===== src/design/serial_status_pkg.sv =====
// Package with offsets, field positions, encodings and carriers for the channel status block.
package serial_status_pkg;

  // Bus widths.
  localparam int ADDR_W = 12;
  localparam int DATA_W = 32;

  // Per-channel offsets, indexed by channel number.
  localparam logic [11:0] CMD_OFFSET    [4] = '{12'h100, 12'h180, 12'h200, 12'h280};
  localparam logic [11:0] STATUS_OFFSET [4] = '{12'h104, 12'h184, 12'h204, 12'h284};
  localparam logic [11:0] ICHAR_OFFSET  [4] = '{12'h14C, 12'h1CC, 12'h24C, 12'h2CC};
  localparam logic [11:0] CTRL_OFFSET   [4] = '{12'h15C, 12'h1DC, 12'h25C, 12'h2DC};

  // Reset values.
  localparam logic [31:0] STATUS_RESET = 32'h0000_0000;
  localparam logic [7:0]  CTRL_RESET   = 8'h00;
  localparam logic [7:0]  ICHAR_RESET  = 8'h00;

  // Command register bit positions.
  localparam int CMD_RNR_BIT  = 0;
  localparam int CMD_RRES_BIT = 16;
  localparam int CMD_RFRD_BIT = 17;
  localparam int CMD_HUNT_BIT = 18;
  localparam int CMD_XRES_BIT = 24;

  // Status register bit positions.
  localparam int ST_ICHAR_BUSY  = 29;
  localparam int ST_CMD_BUSY    = 28;
  localparam int ST_FLOW_STOP   = 27;
  localparam int ST_CTS         = 24;
  localparam int ST_SYNC        = 23;
  localparam int ST_LOCAL_FIFO  = 22;
  localparam int ST_CD          = 21;
  localparam int ST_LINE_IDLE   = 20;
  localparam int ST_DPLL_UNLOCK = 19;
  localparam int ST_AWAIT_ACK   = 18;
  localparam int ST_LOCAL_NR    = 17;
  localparam int ST_REMOTE_NR   = 16;

  // Protocol engine selection.
  localparam logic [1:0] MODE_HDLC   = 2'h0;
  localparam logic [1:0] MODE_BISYNC = 2'h2;
  localparam logic [1:0] MODE_ASYNC  = 2'h3;

  // Command busy may last 2.5 link clock periods, kept here in half periods.
  localparam int CMD_BUSY_HALF_PERIODS = 5;
  localparam int CMD_BUSY_EDGES        = CMD_BUSY_HALF_PERIODS / 2;
  localparam logic [1:0] CMD_BUSY_LAST = 2'(CMD_BUSY_EDGES);

  // Line idle is reported once more than this many ones arrive in a row.
  localparam int IDLE_ONES = 7;
  localparam logic [3:0] IDLE_LIMIT = 4'(IDLE_ONES + 1);

  // Synchroniser lanes: receive clock, transmit clock, clear-to-send, carrier detect.
  localparam int SYNC_W    = 4;
  localparam int LANE_RXC  = 0;
  localparam int LANE_TXC  = 1;
  localparam int LANE_CTSN = 2;
  localparam int LANE_CD   = 3;

  // Channel control register, bit 0 is the low mode bit.
  typedef struct packed {
    logic       syncIrqEn;
    logic       txFromDpll;
    logic       dpllRx;
    logic       powerUp;
    logic       flowEn;
    logic       autoMode;
    logic [1:0] mode;
  } ctrl_s;

  // Events and levels from the protocol engines, on the system clock.
  typedef struct packed {
    logic icharDone;
    logic xoffSeen;
    logic xonSeen;
    logic syncFound;
    logic localFifoNotEmpty;
    logic rxBitValid;
    logic rxBit;
    logic dpllUnlocked;
    logic awaitingAck;
    logic remoteRnrSet;
    logic remoteRnrClear;
  } engine_ev_s;

  // Commands handed to the protocol engines, one-cycle pulses.
  typedef struct packed {
    logic txReset;
    logic rxReset;
    logic hunt;
    logic rxFlush;
  } cmd_pulse_s;

endpackage


===== src/design/sync_two_stage.sv =====
// Two flip-flop synchroniser for the pin-level inputs of the status block.
`timescale 1ns/10ps
module sync_two_stage
  import serial_status_pkg::*;
(
  input  wire logic              clk,
  input  wire logic              nrst,
  input  wire logic [SYNC_W-1:0] async,
  output logic      [SYNC_W-1:0] synced
);

  logic [SYNC_W-1:0] meta_q;

  // The first stage feeds only the second stage.
  always_ff @(posedge clk) begin
    if (!nrst) begin
      meta_q <= '0;
      synced <= '0;
    end else begin
      meta_q <= async;
      synced <= meta_q;
    end
  end

endmodule // sync_two_stage


===== src/design/serial_channel_status_reg.sv =====
// Status register and receiver-not-ready control for one serial channel.
`timescale 1ns/10ps
module serial_channel_status_reg
  import serial_status_pkg::*;
#(
  parameter int CH_IDX = 0
) (
  input  wire logic              clk,
  input  wire logic              nrst,
  input  wire logic [ADDR_W-1:0] addr,
  input  wire logic [DATA_W-1:0] wdata,
  input  wire logic              wr,
  input  wire logic              rd,
  output logic      [DATA_W-1:0] rdata,
  input  wire logic              rxClkPin,
  input  wire logic              txClkPin,
  input  wire logic              ctsPin_n,
  input  wire logic              cdPin,
  input  wire engine_ev_s        engineEv,
  output cmd_pulse_s             cmdPulse,
  output logic      [7:0]        immediateChar,
  output logic                   immediateCharLoad,
  output logic                   localNotReady,
  output logic                   syncLocked,
  output logic                   syncDetectIrq,
  output logic                   rxAbort,
  output logic                   txHalt
);

  // True when the bus address matches the given offset.
  function automatic logic hit(input logic [ADDR_W-1:0] a, input logic [11:0] offs);
    return a == offs;
  endfunction

  // True on a rising edge of a synchronised level, given its previous value.
  function automatic logic risingEdge(input logic now, input logic was);
    return now && !was;
  endfunction

  // Registered state.
  ctrl_s       ctrl_q;
  logic        rnrCmd_q;
  logic        icharBusy_q;
  logic        cmdBusy_q;
  logic        cmdOnTx_q;
  logic [1:0]  edgeCnt_q;
  logic        prevRxClk_q;
  logic        prevTxClk_q;
  logic        flowStop_q;
  logic        syncLock_q;
  logic [3:0]  onesCnt_q;
  logic        lineIdle_q;
  logic        remoteNr_q;

  // Combinational helpers.
  logic [SYNC_W-1:0] pins;
  logic        cmdWr;
  logic        icharWr;
  logic        ctrlWr;
  logic        anyCmd;
  logic        isHdlc;
  logic        isAsync;
  logic        isBisync;
  logic        autoHdlc;
  logic        linkEdge;
  logic        dpllUnlockValid;
  logic        ctsInactive;
  logic        txResetWr;
  logic        huntWr;
  logic        rxClkRise;
  logic        txClkRise;
  logic [31:0] statusWord;

  // Pins come from outside the clock domain and are synchronised first.
  sync_two_stage pinSync (
    .clk    (clk),
    .nrst   (nrst),
    .async  ({cdPin, ctsPin_n, txClkPin, rxClkPin}),
    .synced (pins)
  );

  // Address decode and mode qualifiers.
  assign cmdWr    = wr && hit(addr, CMD_OFFSET[CH_IDX]);
  assign icharWr  = wr && hit(addr, ICHAR_OFFSET[CH_IDX]);
  assign ctrlWr   = wr && hit(addr, CTRL_OFFSET[CH_IDX]);
  assign anyCmd   = wdata[CMD_XRES_BIT] || wdata[CMD_RRES_BIT]
                  || wdata[CMD_HUNT_BIT] || wdata[CMD_RFRD_BIT];
  assign isHdlc   = ctrl_q.mode == MODE_HDLC;
  assign isAsync  = ctrl_q.mode == MODE_ASYNC;
  assign isBisync = ctrl_q.mode == MODE_BISYNC;
  assign autoHdlc = isHdlc && ctrl_q.autoMode;
  assign ctsInactive = pins[LANE_CTSN];

  // Command strokes that several processes act on, decoded once so that the
  // pulse and the status flags agree on one write.
  assign txResetWr = cmdWr && wdata[CMD_XRES_BIT];
  assign huntWr    = cmdWr && wdata[CMD_HUNT_BIT] && isBisync;

  // The unlock flag only means something with a recovered, FM or Manchester coded clock.
  assign dpllUnlockValid = ctrl_q.dpllRx && engineEv.dpllUnlocked;

  // Rising edges of both link clocks after the synchroniser. The history flops
  // reset low, the level of a stopped clock, so reset makes no false edge.
  assign rxClkRise = risingEdge(pins[LANE_RXC], prevRxClk_q);
  assign txClkRise = risingEdge(pins[LANE_TXC], prevTxClk_q);

  // A rising edge of whichever link clock the pending command needs.
  assign linkEdge = cmdOnTx_q ? txClkRise : rxClkRise;

  // Channel control register, written by software.
  always_ff @(posedge clk) begin
    if (!nrst) begin
      ctrl_q <= ctrl_s'(CTRL_RESET);
    end else if (ctrlWr) begin
      ctrl_q <= ctrl_s'(wdata[7:0]);
    end
  end

  // The not-ready bit keeps whatever was last written to the command register.
  always_ff @(posedge clk) begin
    if (!nrst) begin
      rnrCmd_q <= 1'b0;
    end else if (cmdWr) begin
      rnrCmd_q <= wdata[CMD_RNR_BIT];
    end
  end

  // Local receiver state only follows the bit in auto HDLC mode, so polls
  // and I-frames are answered ready or not ready from this flop.
  always_ff @(posedge clk) begin
    if (!nrst) begin
      localNotReady <= 1'b0;
    end else begin
      localNotReady <= autoHdlc && rnrCmd_q;
    end
  end

  // Self-clearing commands leave as one-cycle pulses; hunt only in bisync, receive flush not in HDLC.
  always_ff @(posedge clk) begin
    if (!nrst) begin
      cmdPulse <= '0;
    end else begin
      cmdPulse.txReset <= txResetWr;
      cmdPulse.rxReset <= cmdWr && wdata[CMD_RRES_BIT];
      cmdPulse.hunt    <= huntWr;
      cmdPulse.rxFlush <= cmdWr && wdata[CMD_RFRD_BIT] && !isHdlc;
    end
  end

  // Link clock history for edge detection, taken from the second sync stage.
  always_ff @(posedge clk) begin
    if (!nrst) begin
      prevRxClk_q <= 1'b0;
      prevTxClk_q <= 1'b0;
    end else begin
      prevRxClk_q <= pins[LANE_RXC];
      prevTxClk_q <= pins[LANE_TXC];
    end
  end

  // Command busy counts edges of the needed link clock. Counting two rising
  // edges keeps it inside 2.5 periods; with no edges, or powered down, it
  // simply never finishes. A write while busy is not refused, it restarts.
  // A transmitter reset waits on the transmit clock, every other command on
  // the receive clock, as the engine that carries it out runs on that clock.
  always_ff @(posedge clk) begin
    if (!nrst) begin
      cmdBusy_q <= 1'b0;
      cmdOnTx_q <= 1'b0;
      edgeCnt_q <= 2'h0;
    end else if (cmdWr && anyCmd) begin
      cmdBusy_q <= 1'b1;
      cmdOnTx_q <= wdata[CMD_XRES_BIT];
      edgeCnt_q <= 2'h0;
    end else if (cmdBusy_q && ctrl_q.powerUp && linkEdge) begin
      if (edgeCnt_q == CMD_BUSY_LAST - 2'h1) begin
        cmdBusy_q <= 1'b0;
        edgeCnt_q <= 2'h0;
      end else begin
        edgeCnt_q <= edgeCnt_q + 2'h1;
      end
    end
  end

  // Immediate character: a write in async mode sets busy and hands the byte over.
  // A write in the same cycle as completion wins, so the new one is kept.
  always_ff @(posedge clk) begin
    if (!nrst) begin
      icharBusy_q       <= 1'b0;
      immediateChar     <= ICHAR_RESET;
      immediateCharLoad <= 1'b0;
    end else begin
      immediateCharLoad <= icharWr && isAsync;
      if (icharWr && isAsync) begin
        icharBusy_q   <= 1'b1;
        immediateChar <= wdata[7:0];
      end else if (engineEv.icharDone) begin
        icharBusy_q <= 1'b0;
      end
    end
  end

  // Flow stop: XOFF sets, XON or transmitter reset clears; XOFF wins a tie.
  // The state is kept when flow control is switched off, but then reads zero.
  always_ff @(posedge clk) begin
    if (!nrst) begin
      flowStop_q <= 1'b0;
    end else if (isAsync && ctrl_q.flowEn && engineEv.xoffSeen) begin
      flowStop_q <= 1'b1;
    end else if (engineEv.xonSeen || txResetWr) begin
      flowStop_q <= 1'b0;
    end
  end

  // Sync lock: a hunt command drops it at once, a found sync sets it.
  // A sync arriving with the hunt belongs to the old search and is dropped.
  // The interrupt is one pulse, raised only on the step from unlocked to locked.
  always_ff @(posedge clk) begin
    if (!nrst) begin
      syncLock_q    <= 1'b0;
      syncDetectIrq <= 1'b0;
    end else begin
      syncDetectIrq <= 1'b0;
      if (huntWr) begin
        syncLock_q <= 1'b0;
      end else if (isBisync && engineEv.syncFound && !syncLock_q) begin
        syncLock_q    <= 1'b1;
        syncDetectIrq <= ctrl_q.syncIrqEn;
      end
    end
  end

  // Receive data is forwarded while synchronised.
  assign syncLocked = syncLock_q;

  // Line idle: count ones in a row, saturate, and clear on any zero.
  // The counter stops at its limit so a long idle line cannot wrap it to zero.
  always_ff @(posedge clk) begin
    if (!nrst) begin
      onesCnt_q  <= 4'h0;
      lineIdle_q <= 1'b0;
    end else if (engineEv.rxBitValid) begin
      if (!engineEv.rxBit) begin
        onesCnt_q  <= 4'h0;
        lineIdle_q <= 1'b0;
      end else if (onesCnt_q != IDLE_LIMIT) begin
        onesCnt_q  <= onesCnt_q + 4'h1;
        lineIdle_q <= (onesCnt_q + 4'h1) == IDLE_LIMIT;
      end
    end
  end

  // Remote not-ready follows the frames seen; a set beats a clear.
  // Losing a set would let this station send into a busy receiver.
  always_ff @(posedge clk) begin
    if (!nrst) begin
      remoteNr_q <= 1'b0;
    end else if (engineEv.remoteRnrSet) begin
      remoteNr_q <= 1'b1;
    end else if (engineEv.remoteRnrClear) begin
      remoteNr_q <= 1'b0;
    end
  end

  // Loss of lock aborts reception and stops a DPLL-clocked transmitter the
  // same way an inactive clear-to-send does.
  always_ff @(posedge clk) begin
    if (!nrst) begin
      rxAbort <= 1'b0;
      txHalt  <= 1'b0;
    end else begin
      rxAbort <= dpllUnlockValid;
      txHalt  <= ctsInactive || (dpllUnlockValid && ctrl_q.txFromDpll);
    end
  end

  // Status word built live, each bit only in the modes that define it.
  // Pin mirrors, unlock and command busy are defined in every protocol mode.
  always_comb begin
    statusWord = STATUS_RESET;
    statusWord[ST_CMD_BUSY]    = cmdBusy_q;
    statusWord[ST_CTS]         = !pins[LANE_CTSN];
    statusWord[ST_CD]          = pins[LANE_CD];
    statusWord[ST_DPLL_UNLOCK] = dpllUnlockValid;
    // The local not-ready flop already folds in auto HDLC mode, so the bit
    // and the output pin never disagree, even in the cycle after a mode change.
    statusWord[ST_LOCAL_NR]    = localNotReady;
    // Bits that the active mode leaves undefined keep their zero.
    if (isAsync) begin
      statusWord[ST_ICHAR_BUSY] = icharBusy_q;
      statusWord[ST_FLOW_STOP]  = flowStop_q && ctrl_q.flowEn;
    end
    if (isAsync || isBisync) begin
      statusWord[ST_LOCAL_FIFO] = engineEv.localFifoNotEmpty;
    end
    if (isBisync) begin
      statusWord[ST_SYNC] = syncLock_q;
    end
    if (isHdlc) begin
      statusWord[ST_LINE_IDLE] = lineIdle_q;
    end
    if (autoHdlc) begin
      statusWord[ST_AWAIT_ACK]  = engineEv.awaitingAck;
      statusWord[ST_REMOTE_NR]  = remoteNr_q;
    end
  end

  // Read data stands for the one cycle after the strobe. Reads change no
  // state, and writes to the status offset are ignored.
  // Only the status and control offsets answer a read; all else reads zero.
  always_ff @(posedge clk) begin
    if (!nrst) begin
      rdata <= STATUS_RESET;
    end else if (!rd) begin
      rdata <= '0;
    end else if (hit(addr, STATUS_OFFSET[CH_IDX])) begin
      rdata <= statusWord;
    end else if (hit(addr, CTRL_OFFSET[CH_IDX])) begin
      rdata <= {24'h00_0000, ctrl_q};
    end else begin
      rdata <= '0;
    end
  end

endmodule // serial_channel_status_reg


===== config.mk =====
export PLATFORM = sky130hd
export DESIGN_NAME = serial_channel_status_reg
export DESIGN_NICKNAME = d
export VERILOG_FILES = /design/src/design/serial_status_pkg.sv /design/src/design/sync_two_stage.sv /design/src/design/serial_channel_status_reg.sv
export SDC_FILE = /design/constraint.sdc
export NUM_CORES = 1
export LEC_CHECK = 0
export BUFFER_PORTS_ARGS = -buffer_cell sky130_fd_sc_hd__buf_2
export CAP_MARGIN = 20
export CORE_MARGIN = 2
export CORE_UTILIZATION = 50
export CTS_CLUSTER_SIZE = 25
export DETAILED_ROUTE_END_ITERATION = 10
export GPL_ROUTABILITY_DRIVEN = 0
export PLACE_DENSITY = 0.89
export SYNTH_ARGS = -nofsm -noshare
export SYNTH_HDL_FRONTEND = slang
export SYNTH_SLANG_ARGS = --single-unit

===== constraint.sdc =====
create_clock -name clk -period 4.7 [get_ports clk]
set_input_delay 0.94 -clock clk [delete_from_list [all_inputs] [get_ports clk]]
set_output_delay 0.94 -clock clk [all_outputs]
set_load 0.005 [all_outputs]

==> impl_metrics.ini <==
[synth]
netlist.top_cell.by_area = dfxtp_1
ys.warnings.count = 0
syn-cell-area_sq_um = 2580
syn_inst = 266
syn_avg_cell_area_sq_um = 9.69
synthTopCellsByArea = dfxtp_1 54%, and2_1 6.1%, buf_4 3.5%, and3_1 2.9%, nand3_1 2.9%
yosysSeqAreaShare = 0.536
yosysUniqueCellTypes = 44
synth_top_cell_area_share = 0.536
ys_ff_latch = 69

[clock_network]
clock-root-buffer = clkbuf_8
cts-resized-gates = 0
clockBufferDepth = 2
cts_tree = done
postCtsHoldBufs = 0
cts_setup_buffers = 0
h-tree-depth = 3
clk_pin_slew_worst_paths_ps = 70
cts_made_buffers = 9
clk-insertion-delay-late_ps = 340
cts_num_sinks = 69

[timing]
drv_slew = 0
fin_crit_ps = 2840
post-route-worst-setup-slack_ps = 1860
relSlewSlack = 0.337
fmax_ghz = 0.353
clock_skew_ps = 5.45
max_slew.worst_pin.slew_ps = 986
tns_ps = 0
hold_viol = 0
finalCritPeriodShare = 0.604
finalSetupViolCount = 0
rsz0062_at_grt = no

[detailed_routing]
num_vias = 2135
firstDrtPassIters = 4
totalWireLength_um = 5580
drt_iter0_markers = 87
ant_nets = 0
remaining_drc_errors = 0
routedWlPerCell_um = 13.2
viasPerCell = 5.06

[pwr]
netSwitchingFraction = 0.213
peakVddDrop_mv = 0.243
power.density_nw_per_um2 = 365
p_sw_mw = 0.250
pwr-share-clk = 0.453
p_leak_nw = 1.50
power_frac_comb = 0.042
p_int_mw = 0.923
power_frac_seq = 0.504

[critical_path]
r2r-end = onesCnt_q[0]$_SDFFE_PN0P_
reg2reg_slack_ps = 2990
cp_max_fo = 38
crit_path_end_kind = flip-flop
critPathRequiredTime_ps = 4990
cp-start-kind = primary input
critPathKind = in2reg
cp.arrival_ps = 3120
reg2reg_depth = 5
r2r_start = onesCnt_q[0]$_SDFFE_PN0P_

[floorplan]
dieArea_sq_um = 5750
core_sq_um = 5040
chipWidth_um = 75.8
start_util = 0.511
ios = 113
die-height_um = 75.8
fp-row-count = 26

[status]
status = finished clean

[global_route]
grt_start_max_net_pins = 39
grt_use_total = 0.206
overflow = 0
grt_pass1_wl_um = 8720
grt_pass1_vias = 1907
antenna_found_initial = 0

[cells_and_area]
drive_gt1_frac = 0.307
most-common-layout-cells = 80 x buf_2, 69 x dfxtp_1, 25 x and2_1, 17 x nand2_1
diodes = 0
final_common_cell = buf_2
nets = 413
syn2layout_area_growth_pct = 24.5

[job]
maxCapViolCount = 0

[min_path]
hold_path.startpoint = pinSync.synced[3]$_SDFF_PN0_
hp-class = reg2reg
min_to = rdata[21]$_SDFF_PN0_
whs_path_depth = 1

[place]
port-buffer-count = 80
dpl_worst_slack_ps = 1450
hpwl_um = 3940
==> power groups by stage <==
stage / logic (mW) / clock network (mW) / registers (mW)
finish: 0.0497 / 0.532 / 0.592
global route: 0.0553 / 0.570 / 0.592
CTS: 0.0492 / 0.538 / 0.592
detailed placement: 0.0485 / 0 / 0.605
global placement: 0.0472 / 0 / 0.605
floorplan: 0.0302 / 0 / 0.605
==> layer usage <==
metal | GRT usage | wire length [um]
met5 | 0 | 0
met4 | 0.0741 | 75
met3 | 0.0728 | 454
met2 | 0.322 | 2570
met1 | 0.264 | 2480
==> logic make-up (layout without fill, tap and decap cells) <==
family / count (synthesis) / count (layout) / share of synthesized area
AOI/OAI and AO/OA: 39 / 39 / 0.0854
xor gates and xnor gates: 3 / 3 / 0.0102
adders and majority gates: 3 / 3 / 0.0146
buffers and inverters: 31 / 106 / 0.0631
DFF: 69 / 69 / 0.536
muxes: 5 / 5 / 0.0194
other: 1 / 12 / 0.00145
and+or+nand+nor: 115 / 115 / 0.270
==> Yosys cell counts, drive strengths merged <==
library cell	number
conb	1
and3	13
nor2b	3
xnor2	2
and2	25
o22ai	3
ha	3
o21ai	15
nor4b	1
nor2	14
a21bo	1
or4b	1
nand2	17
or3	2
nand4b	1
a21oi	14
dfxtp	69
or3b	3
or4	1
nor4	3
or4bb	1
buf	13
clkbuf	9
inv	9
and4	3
nand2b	1
nand3	15
a31o	1
mux2i	5
a31oi	3
nand4	4
nor3b	3
nor3	3
nand3b	1
xor2	1
a32o	1
a32oi	1
==> final cells by class <==
cell class / instances / area (sq um)
fillers: 435 / 1830
flip-flops and latches: 69 / 1380
multi-input cells: 177 / 1080
repair buffers: 81 / 408
clock buffers: 10 / 138
well taps: 70 / 87.6
clock inverters: 6 / 86.3
inverters: 9 / 33.8
==> flip-flops by register name (all words and copies together), names as in the netlist, 2 cells and up <==
register,flops
cmdPulse,4
edgeCnt_q,2
onesCnt_q,4
ctrl_q,8
pinSync.meta_q,4
rdata,20
pinSync.synced,4
immediateChar,8
==> worst max-delay path by stage <==
stage                  from                         to  slack [ps]  depth (start not counted)
finish                 nrst       rdata[18]$_SDFF_PN0_        1860                          6
global route           nrst       rdata[16]$_SDFF_PN0_        1760                          6
CTS                    nrst       rdata[18]$_SDFF_PN0_        1810                          6
detailed placement     nrst       rdata[18]$_SDFF_PN0_        1450                          6
global placement       nrst       rdata[16]$_SDFF_PN0_        1490                          6
floorplan           addr[1]  edgeCnt_q[1]$_SDFFE_PP0P_        2370                          4
==> stage by stage <==
stage          power [mW]  hold slack (ps)  utilization  instance area [sq um]  instances
3_3_place_gp        0.652              411        0.592                   2990        406
2_1_floorplan       0.635              392            -                   2620        277
3_5_place_dp        0.654              417        0.592                   2990        406
5_1_grt              1.22              446        0.637                   3210        422
6_report             1.17              430        0.637                   3210        422
4_1_cts              1.18              434        0.637                   3210        422
==> critical path, stage by stage <==
cell	delay, ps
buf_2	70
buf_4	300
or4bb_1	570
nor4_2	830
and3_1	280
and2_1	120
(Power assumes the default switching activity.)
